**src/logic/acc_pkg.sv**
```systemverilog
// Behaviour
// RULE_01: Chained host writes same config everywhere and keeps output protocol at zero.
// RULE_02: Chained mode merges output and input data into one 20-bit shift register.
// RULE_03: Analog input is sampled on the conversion start rising edge.
// RULE_04: A frame starts when chip select falls.
// RULE_05: Each launch edge drives the shift register MSB onto serial output lane 0.
// RULE_06: Each capture edge shifts the serial input into the shift register LSB.
// RULE_07: On chip select rising the shift register is decoded as a command.
// RULE_08: Host gets chained words last device first, MSB first.
// RULE_09: Host gives twenty capture edges per chained device in an optimal frame.
// RULE_10: Longer frames need host to align each device's bits before chip select rises.
// RULE_11: Host never sends fewer than twenty clocks per chained device.
// RULE_12: In star topology host selects only one device at a time.
// RULE_13: Four config registers at 010h, 014h, 018h, 01Ch.
// RULE_14: Power control writes need the key 69h written to address 011h first.
// RULE_15: Power control bit 1 enables light sleep; resets to zero.
// RULE_16: Power control bit 0 powers the device down; resets to zero.
// RULE_17: Write protocol field picks SPI polarity and phase, 00b to 11b.
// RULE_18: Bits seven to two of power and input protocol registers read zero.
// RULE_19: Device works with conversion start tied to chip select.
// RULE_20: Power control write without the key just before leaves it unchanged.
// RULE_21: Serial output lane 0 is released while chip select is high.
package acc_pkg;

  localparam int unsigned ACC_WORD_W = 20;
  localparam int unsigned ACC_SAMPLE_W = 16;

  // Register offsets
  localparam logic [7:0] ACC_ADDR_POWER = 8'h10;
  localparam logic [7:0] ACC_ADDR_KEY = 8'h11;
  localparam logic [7:0] ACC_ADDR_INPROT = 8'h14;
  localparam logic [7:0] ACC_ADDR_OUTPROT = 8'h18;
  localparam logic [7:0] ACC_ADDR_FORMAT = 8'h1c;
  localparam logic [7:0] ACC_KEY_VALUE = 8'h69;

  // Writable bit masks and reset values
  localparam logic [7:0] ACC_MASK_POWER = 8'h03;
  localparam logic [7:0] ACC_MASK_INPROT = 8'h03;
  localparam logic [7:0] ACC_MASK_OUTPROT = 8'hdf;
  localparam logic [7:0] ACC_MASK_FORMAT = 8'h3f;
  localparam logic [7:0] ACC_RESET_REG = 8'h00;

  // Field positions
  localparam int unsigned ACC_BIT_POWER_DOWN = 0;
  localparam int unsigned ACC_BIT_LIGHT_SLEEP = 1;
  localparam int unsigned ACC_BIT_CPHA = 0;
  localparam int unsigned ACC_BIT_CPOL = 1;
  localparam int unsigned ACC_BIT_PAR_EN = 3;

  // Command opcodes in word bits 19:16
  localparam logic [3:0] ACC_OP_NOP = 4'h0;
  localparam logic [3:0] ACC_OP_WRITE = 4'h1;
  localparam logic [3:0] ACC_OP_READ = 4'h2;

  // Synchroniser depth in cycles
  localparam int unsigned ACC_SYNC_STAGES = 2;

  typedef struct packed {
    logic [3:0] op;
    logic [7:0] addr;
    logic [7:0] data;
  } acc_cmd_s;

  typedef struct packed {
    logic conv_start;
    logic cs_n;
    logic sclk;
    logic sdi;
  } acc_link_s;

  // Pin levels while no frame runs; the synchroniser starts from these
  // so that no false select edge follows reset
  localparam acc_link_s ACC_LINK_IDLE = '{
    conv_start: 1'b0, cs_n: 1'b1, sclk: 1'b0, sdi: 1'b0
  };

  typedef enum logic [0:0] {
    ACC_IDLE,
    ACC_FRAME
  } acc_frame_e;

endpackage : acc_pkg

```
**src/logic/acc_serial_port.sv**
```systemverilog
module acc_serial_port
  import acc_pkg::*;
(
  // Clock and reset
  input  wire logic                    clk_i,
  input  wire logic                    resetn_i,

  // Host pins
  input  wire logic                    conversion_start_pin_i,
  input  wire logic                    cs_n_i,
  input  wire logic                    sclk_i,
  input  wire logic                    sdi_i,
  output logic                         serial_out_lane0_o,
  output logic                         serial_out_lane0_oe_o,
  output logic                         ready_strobe_pin_o,

  // Converter core
  input  wire logic [ACC_SAMPLE_W-1:0] sample_data_i,
  output logic                         sample_taken_o,

  // Power state
  output logic                         power_down_o,
  output logic                         light_sleep_o
);

  // Pin synchronisation
  acc_link_s pins_raw;
  acc_link_s pins_s;
  acc_link_s pins_prev_q;

  assign pins_raw.conv_start = conversion_start_pin_i;
  assign pins_raw.cs_n       = cs_n_i;
  assign pins_raw.sclk       = sclk_i;
  assign pins_raw.sdi        = sdi_i;

  acc_sync #(
    .WIDTH     ($bits(acc_link_s)),
    .RESET_VAL (ACC_LINK_IDLE)
  ) u_sync (
    .clk_i    (clk_i),
    .resetn_i (resetn_i),
    .async_i  (pins_raw),
    .sync_o   (pins_s)
  );

  always_ff @(posedge clk_i) begin
    if (!resetn_i) begin
      pins_prev_q <= ACC_LINK_IDLE;
    end else begin
      pins_prev_q <= pins_s;
    end
  end

  // Registers
  logic [7:0]       power_q;
  logic [7:0]       inprot_q;
  logic [7:0]       outprot_q;
  logic [7:0]       format_q;
  logic             key_armed_q;
  logic             readback_q;
  logic [7:0]       readback_data_q;

  // Link state
  acc_frame_e       frame_q;
  logic [ACC_WORD_W-1:0] shift_q;
  logic [ACC_SAMPLE_W-1:0] sample_q;
  logic             cpol_q;
  logic             cpha_q;

  // Edge detection on synchronised pins
  logic start_rise;
  logic cs_fall;
  logic cs_rise;
  logic lead_edge;
  logic trail_edge;
  logic launch;
  logic capture;
  logic sclk_act;
  logic sclk_act_prev;

  assign start_rise  = pins_s.conv_start &
                       ~pins_prev_q.conv_start; // see RULE_03
  assign cs_fall     = ~pins_s.cs_n & pins_prev_q.cs_n; // see RULE_04
  assign cs_rise     = pins_s.cs_n & ~pins_prev_q.cs_n; // see RULE_07

  // Polarity is latched at frame start so a mode write takes effect next frame
  assign sclk_act      = pins_s.sclk ^ cpol_q;
  assign sclk_act_prev = pins_prev_q.sclk ^ cpol_q;
  assign lead_edge     = sclk_act & ~sclk_act_prev;
  assign trail_edge    = ~sclk_act & sclk_act_prev;

  // Phase 0 captures on the leading edge, phase 1 on the trailing
  assign capture = (frame_q == ACC_FRAME) &&
                   (cpha_q ? trail_edge : lead_edge); // see RULE_17
  assign launch  = (frame_q == ACC_FRAME) &&
                   (cpha_q ? lead_edge : trail_edge); // see RULE_17

  // Output data word build
  function automatic logic parity_span(input logic [15:0] d,
                                       input logic [1:0]  span);
    logic p;
    p = 1'b0;
    unique case (span)
      2'b00: p = ^d[15:12];
      2'b01: p = ^d[15:8];
      2'b10: p = ^d[15:4];
      2'b11: p = ^d;
    endcase
    return p;
  endfunction

  logic [15:0]           word_body;
  logic [ACC_WORD_W-1:0] out_word;

  always_comb begin
    word_body = sample_q;
    if (format_q[2]) begin
      unique case (format_q[1:0])
        2'b00: word_body = 16'h0000;
        2'b01: word_body = 16'hffff;
        2'b10: word_body = 16'h5555;
        2'b11: word_body = 16'h3333;
      endcase
    end
    out_word = {word_body, 4'h0};
    if (format_q[ACC_BIT_PAR_EN]) begin
      out_word[3] = ^word_body;
      out_word[2] = parity_span(word_body, format_q[5:4]);
    end
    if (readback_q) begin
      out_word = {12'h000, readback_data_q};
    end
  end

  // Conversion capture; a powered-down core takes no samples
  always_ff @(posedge clk_i) begin
    if (!resetn_i) begin
      sample_q       <= '0;
      sample_taken_o <= 1'b0;
    end else begin
      sample_taken_o <= 1'b0;
      if (start_rise && !power_q[ACC_BIT_POWER_DOWN]) begin // see RULE_03
        sample_q       <= sample_data_i;
        sample_taken_o <= 1'b1;
      end
    end
  end

  // Frame tracking
  always_ff @(posedge clk_i) begin
    if (!resetn_i) begin
      frame_q <= ACC_IDLE;
      cpol_q  <= 1'b0;
      cpha_q  <= 1'b0;
    end else begin
      unique case (frame_q)
        ACC_IDLE: begin
          if (cs_fall) begin // see RULE_04
            frame_q <= ACC_FRAME;
            cpha_q  <= inprot_q[ACC_BIT_CPHA];
          end else begin
            cpol_q  <= inprot_q[ACC_BIT_CPOL];
          end
        end
        ACC_FRAME: begin
          if (cs_rise) begin
            frame_q <= ACC_IDLE;
          end
        end
      endcase
    end
  end

  // Unified shift register: one word serves output and input
  always_ff @(posedge clk_i) begin
    if (!resetn_i) begin
      shift_q <= '0;
    end else if (cs_fall && frame_q == ACC_IDLE) begin
      shift_q <= out_word; // see RULE_02
    end else if (capture) begin
      shift_q <= {shift_q[ACC_WORD_W-2:0], pins_s.sdi}; // see RULE_06
    end
  end

  // Serial output lane 0, released between frames for shared lines
  always_ff @(posedge clk_i) begin
    if (!resetn_i) begin
      serial_out_lane0_o    <= 1'b0;
      serial_out_lane0_oe_o <= 1'b0;
    end else begin
      if (cs_fall && frame_q == ACC_IDLE) begin
        serial_out_lane0_o    <= out_word[ACC_WORD_W-1];
        serial_out_lane0_oe_o <= 1'b1;
      end else if (launch) begin
        serial_out_lane0_o    <= shift_q[ACC_WORD_W-1]; // see RULE_05
      end
      if (pins_s.cs_n) begin
        serial_out_lane0_oe_o <= 1'b0; // see RULE_21
      end
    end
  end

  // Ready strobe stays low through a frame
  always_ff @(posedge clk_i) begin
    if (!resetn_i) begin
      ready_strobe_pin_o <= 1'b1;
    end else begin
      ready_strobe_pin_o <= pins_s.cs_n;
    end
  end

  // Command decode at frame end
  acc_cmd_s cmd;
  logic     do_write;
  logic     do_read;

  assign cmd      = acc_cmd_s'(shift_q);
  assign do_write = cs_rise && frame_q == ACC_FRAME &&
                    cmd.op == ACC_OP_WRITE; // see RULE_07
  assign do_read  = cs_rise && frame_q == ACC_FRAME &&
                    cmd.op == ACC_OP_READ;

  // Key is consumed by whatever command follows it
  always_ff @(posedge clk_i) begin
    if (!resetn_i) begin
      key_armed_q <= 1'b0;
    end else if (cs_rise && frame_q == ACC_FRAME) begin
      key_armed_q <= do_write && cmd.addr == ACC_ADDR_KEY &&
                     cmd.data == ACC_KEY_VALUE; // see RULE_14
    end
  end

  always_ff @(posedge clk_i) begin
    if (!resetn_i) begin
      power_q <= ACC_RESET_REG; // see RULE_15 see RULE_16
    end else if (do_write && cmd.addr == ACC_ADDR_POWER && key_armed_q) begin
      power_q <= cmd.data & ACC_MASK_POWER; // see RULE_14 see RULE_20
    end
  end

  always_ff @(posedge clk_i) begin
    if (!resetn_i) begin
      inprot_q <= ACC_RESET_REG;
    end else if (do_write && cmd.addr == ACC_ADDR_INPROT) begin
      inprot_q <= cmd.data & ACC_MASK_INPROT; // see RULE_18
    end
  end

  always_ff @(posedge clk_i) begin
    if (!resetn_i) begin
      outprot_q <= ACC_RESET_REG;
    end else if (do_write && cmd.addr == ACC_ADDR_OUTPROT) begin
      outprot_q <= cmd.data & ACC_MASK_OUTPROT; // see RULE_13
    end
  end

  always_ff @(posedge clk_i) begin
    if (!resetn_i) begin
      format_q <= ACC_RESET_REG;
    end else if (do_write && cmd.addr == ACC_ADDR_FORMAT) begin
      format_q <= cmd.data & ACC_MASK_FORMAT; // see RULE_13
    end
  end

  // Read-back replaces the sample in the next frame only
  logic [7:0] read_mux;

  always_comb begin
    read_mux = 8'h00;
    unique case (cmd.addr)
      ACC_ADDR_POWER:   read_mux = power_q; // see RULE_18
      ACC_ADDR_INPROT:  read_mux = inprot_q; // see RULE_18
      ACC_ADDR_OUTPROT: read_mux = outprot_q;
      ACC_ADDR_FORMAT:  read_mux = format_q;
      default:          read_mux = 8'h00;
    endcase
  end

  always_ff @(posedge clk_i) begin
    if (!resetn_i) begin
      readback_q      <= 1'b0;
      readback_data_q <= 8'h00;
    end else if (do_read) begin
      readback_q      <= 1'b1;
      readback_data_q <= read_mux;
    end else if (cs_rise && frame_q == ACC_FRAME) begin
      readback_q      <= 1'b0;
    end
  end

  // Power state outputs
  always_ff @(posedge clk_i) begin
    if (!resetn_i) begin
      power_down_o  <= 1'b0;
      light_sleep_o <= 1'b0;
    end else begin
      power_down_o  <= power_q[ACC_BIT_POWER_DOWN]; // see RULE_16
      light_sleep_o <= power_q[ACC_BIT_LIGHT_SLEEP]; // see RULE_15
    end
  end

  // Conversion start and chip select pass through the same two-stage synchroniser,
  // so tying them together only moves the sample to the frame end
  // see RULE_19

endmodule // acc_serial_port

```
**src/logic/acc_sync.sv**
```systemverilog
module acc_sync
  import acc_pkg::*;
#(
  parameter int unsigned     WIDTH     = 4,
  parameter logic [WIDTH-1:0] RESET_VAL = '0
) (
  // Clock and reset
  input  wire logic             clk_i,
  input  wire logic             resetn_i,
  // Asynchronous levels in, synchronised levels out
  input  wire logic [WIDTH-1:0] async_i,
  output logic      [WIDTH-1:0] sync_o
);

  logic [WIDTH-1:0] meta_q;
  logic [WIDTH-1:0] sync_q;

  // Only the second stage is ever read
  for (genvar i = 0; i < WIDTH; i++) begin : g_bit
    always_ff @(posedge clk_i) begin
      if (!resetn_i) begin
        meta_q[i] <= RESET_VAL[i];
        sync_q[i] <= RESET_VAL[i];
      end else begin
        meta_q[i] <= async_i[i];
        sync_q[i] <= meta_q[i];
      end
    end
  end

  assign sync_o = sync_q;

endmodule // acc_sync

```
**config.mk**
```make
export PLATFORM = sky130hd
export DESIGN_NAME = acc_serial_port
export DESIGN_NICKNAME = d
export VERILOG_FILES = /design/src/logic/acc_pkg.sv /design/src/logic/acc_serial_port.sv /design/src/logic/acc_sync.sv
export SDC_FILE = /design/constraint.sdc
export NUM_CORES = 1
export LEC_CHECK = 0
export ABC_CLOCK_PERIOD_IN_PS = 2900
export BUFFER_PORTS_ARGS = -buffer_cell sky130_fd_sc_hd__buf_4
export CAP_MARGIN = 20
export CORE_ASPECT_RATIO = 0.75
export CORE_MARGIN = 2
export CORE_UTILIZATION = 55
export DETAILED_ROUTE_END_ITERATION = 12
export PLACE_DENSITY = 0.74
export REMOVE_ABC_BUFFERS = 1
export SYNTH_ARGS = -nofsm -noshare
export SYNTH_HDL_FRONTEND = slang
export SYNTH_SLANG_ARGS = --single-unit
```
**constraint.sdc**
```tcl
create_clock -name clk_i -period 2.9 [get_ports clk_i]
set_clock_uncertainty 0.2 [all_clocks]
set_input_delay 0.145 -clock clk_i [delete_from_list [all_inputs] [get_ports clk_i]]
set_output_delay 0.145 -clock clk_i [all_outputs]
set_load 0.01 [all_outputs]
```
==> summary.md <==
| Metric | Value |
|---|---|
| CP Launch Type | register |
| Port Buf Inserts | 27 |
| Hold depth | 1 |
| Peak VDD IR | 362 uV |
| Antenna violations before repair | 0 |
| Cts bufs inserted | 9 |
| Depth of the CTS H-tree | 3 |
| Clk slew on worst S/H paths | roughly 0.080 ns |
| Pwr Density | between 500 and 600 mW/mm^2 |
| Relative slew slack | 43.1% |
| Hold Crit Start | u_sync.meta_q[2]$_SDFF_PN1_ |
| Die area | between 0.007 and 0.008 sq mm |
| Worst Path Max Fanout | 5 |
| Drt wl/cell | approximately 15 um |
| Hold WC Path Type | reg2reg |
| Post-CTS Setup Inserts | 0 |
| Antenna cells | 0 |
| Critical Path AT | 2.75 ns |
| Post-synthesis async set-or-reset flop share | 0% |
| GR Overflow Total | 0 |
| Setup violators final | 0 |
| Pleak | around 2 nW |
| Residual DRC | 0 |
| Worst-case reg-to-reg path depth | 9 |
| Reg-to-reg endpoint | cmd[2]$_SDFFE_PN0P_ |
| Die width | ~100 um |
| Die height | 77.2 um |
| Post-detail-place hpwl | roughly 6000 um |
| Share of post-route cells with drive strength above 1 | 11.5% |
| Average size of a mapped cell | just over 9 sq um |
| Clk_lat worst skew | between 0.3 and 0.4 ns |
| Synth Flop Type | dfxtp_1 |
| MaxCap Viol Count | 0 |
| CORE AREA | just under 0.007 sq mm |
| Worst-Margin Slew | ~0.85 ns |
| Hold Violations, Final | 0 |
| Register area share after synthesis | 41.7% |
| Via count | 3,248 |
| Cell area after layout | between 0.004 and 0.005 sq mm |
| Post-synth EDFFs | 0 |
| Number of cell rows | 26 |
| Routed wire length | approximately 9000 um |
| Hold Buf Count CTS | 33 |
| Worst setup path category | reg2reg |
| Status | finished, final reports clean |
| CTS tree | done |
| Tmin final | roughly 2.7 ns |
| Iter 0 DRT Violations | between 150 and 200 |
| CP required | approximately 3 ns |
| Nets | around 510 |
| CTS Root Cell | clkbuf_8 |
| Setup crit end kind | register |
| Post-route ant nets | 0 |
| Placer Congestion | around 0.89 |
| Crit share post-route | ~92% |
| CTS Sinks | 82 |
| Slew Limit Fails | 0 |
| Post-place instance area | 0.00421 sq mm |
| Fmax | about 380 MHz |
| First-pass GRT wire length | about 16,000 um |
| Maximum number of pins on one net before global-route repair | 55 |
| Worst hold endpoint | u_sync.sync_o[2]$_SDFF_PN1_ |
| I/O pin count | 28 |
| Crit path from | format_q[0]$_SDFFE_PN0P_ |
| Via density | about 5.5 |
| DR pass1 iterations | 5 |
| Reg-to-reg startpoint | format_q[0]$_SDFFE_PN0P_ |
| Synth warn | 0 |
| Syn-to-layout area delta | 21.1% |
| Netlist cell types | 50 |
| Overall Power | 2.40 mW |
| PostCTS Resize Cnt | 0 |
| R2R Setup Slk | approximately 0.25 ns |
| Initial Util | 57.3% |
| Post-Syn Area | 0.00393 sq mm |
| Synth Register Bits | between 80 and 90 |
| Clk buf depth | 2 |
| Total GRT Usage | around a quarter |
| Vias in the first global route | between 3,000 and 4,000 |
| Synthesized instance count | 434 |
| RSZ-0062 raised after global routing | no |
## through the flow
| stage | TNS (ns) | util, % | setup WS, ns | hold WS [ns] | cells |
|---|---|---|---|---|---|
| final | 0 | 69.4 | 0.246 | 0.216 | 587 |
| after global routing | 0 | 69.4 | 0.0327 | 0.236 | 587 |
| after CTS | 0 | 69.4 | 0.259 | 0.222 | 587 |
| after detailed placement | 0 | 61.3 | 0.288 | 0.142 | 538 |
| after global placement | 0 | 61.3 | 0.365 | 0.132 | 538 |
| after floorplan | -0.700 | - | -0.140 | 0.0180 | 406 |
## cell families (layout without fill, tap and decap cells)
| family | count (synthesis) | in the layout | share of synthesized area (%) |
|---|---|---|---|
| mux | 33 | 33 | 9.03 |
| compound gates | 97 | 97 | 18.0 |
| buf+inv | 36 | 91 | 3.53 |
| flops | 82 | 82 | 41.7 |
| simple gates | 165 | 165 | 21.6 |
| xor+xnor | 17 | 17 | 4.90 |
| fa+ha+maj | 4 | 4 | 1.21 |
## where the power goes
group | internal, mW | switching (mW)
logic | 0.142 | 0.120
registers | 1.16 | 0.0449
clock network | 0.493 | 0.432
total | 1.80 | 0.597
## layer usage
layer  vias to the layer above  routed length (um)  GRT usage, %
li1                       1621                   -             -
met1                      1531                4370          37.3
met2                        87                4000          38.0
met3                         9                 574          5.83
met4                         0                  96          6.62
met5                         -                   0             0
## synth_stat cells (2+ instances only)
| cell | instances | area (sq um) |
|---|---|---|
| buf_2 | 3 | 15.0 |
| nor2b_1 | 32 | 200 |
| mux4_2 | 2 | 45.0 |
| o211a_1 | 19 | 190 |
| nor4bb_1 | 2 | 20.0 |
| xor2_1 | 4 | 35.0 |
| a31oi_1 | 2 | 12.5 |
| nand3_1 | 10 | 50.1 |
| ha_1 | 3 | 37.5 |
| nor2_1 | 15 | 56.3 |
| and2_1 | 13 | 81.3 |
| mux2i_1 | 31 | 310 |
| nor3_1 | 5 | 25.0 |
| nor3b_1 | 2 | 15.0 |
| dfxtp_1 | 82 | 1640 |
| a21oi_1 | 24 | 120 |
| o311ai_0 | 5 | 43.8 |
| nor4b_1 | 2 | 17.5 |
| o31ai_1 | 3 | 22.5 |
| o211ai_1 | 6 | 45.0 |
| a21boi_0 | 18 | 135 |
| nand2b_1 | 5 | 31.3 |
| xnor2_1 | 10 | 87.6 |
| xor3_1 | 2 | 47.6 |
| nand3b_1 | 5 | 37.5 |
| o21ai_0 | 7 | 35.0 |
| a22oi_1 | 5 | 37.5 |
| or3_1 | 2 | 12.5 |
| clkbuf_1 | 24 | 90.1 |
| inv_1 | 7 | 26.3 |
| nand2_1 | 65 | 244 |
## worst max-delay path by stage
stage          cells after the start  slack (ns)              endpoint
2_1_floorplan                      5       -0.14  cmd[10]$_SDFFE_PN0P_
3_3_place_gp                       9        0.36   cmd[2]$_SDFFE_PN0P_
3_5_place_dp                       9        0.29   cmd[2]$_SDFFE_PN0P_
4_1_cts                            9        0.26   cmd[2]$_SDFFE_PN0P_
5_1_grt                            9        0.03   cmd[2]$_SDFFE_PN0P_
6_report                           9        0.25   cmd[2]$_SDFFE_PN0P_
## area by class of cell
type / instances / area [sq um]
fill: 573 / 2100
clock buffer: 9 / 124
timing repair buffer: 67 / 586
inverter: 8 / 30.0
multi-input combinational: 316 / 2160
sequential: 82 / 1640
clock inverter: 7 / 103
tap: 98 / 123
## state kept, by name (all words and copies together), names as in the netlist, 2 cells and up
register         cells
cmd                 20
sample_q            16
readback_data_q      8
outprot_q            7
format_q             6
u_sync.meta_q        4
u_sync.sync_o        4
inprot_q             2
pins_prev_q          2
power_q              2
## worst max-delay path, stage by stage, from the launching register on
cell,delay [ns]
dfxtp_1,0.40
inv_1,0.06
ha_1,0.31
xnor3_1,0.39
mux2i_1,0.09
xnor2_1,0.35
mux2i_1,0.28
nor2_1,0.08
o32ai_1,0.26
a22o_1,0.17
## layout by cell type (no fill, tap or decap), drive strengths merged, types with 7 or more instances in the layout
cell,count
dlygate4sd3,33
nor2b,32
a21oi,24
nand2,65
mux2i,31
clkbuf,9
nor2,16
xnor2,10
buf,34
nand3,11
dfxtp,82
a21boi,18
inv,9
o211a,19
and2,13
o21ai,7
No activity file was read; power rests on OpenSTA's default activity.
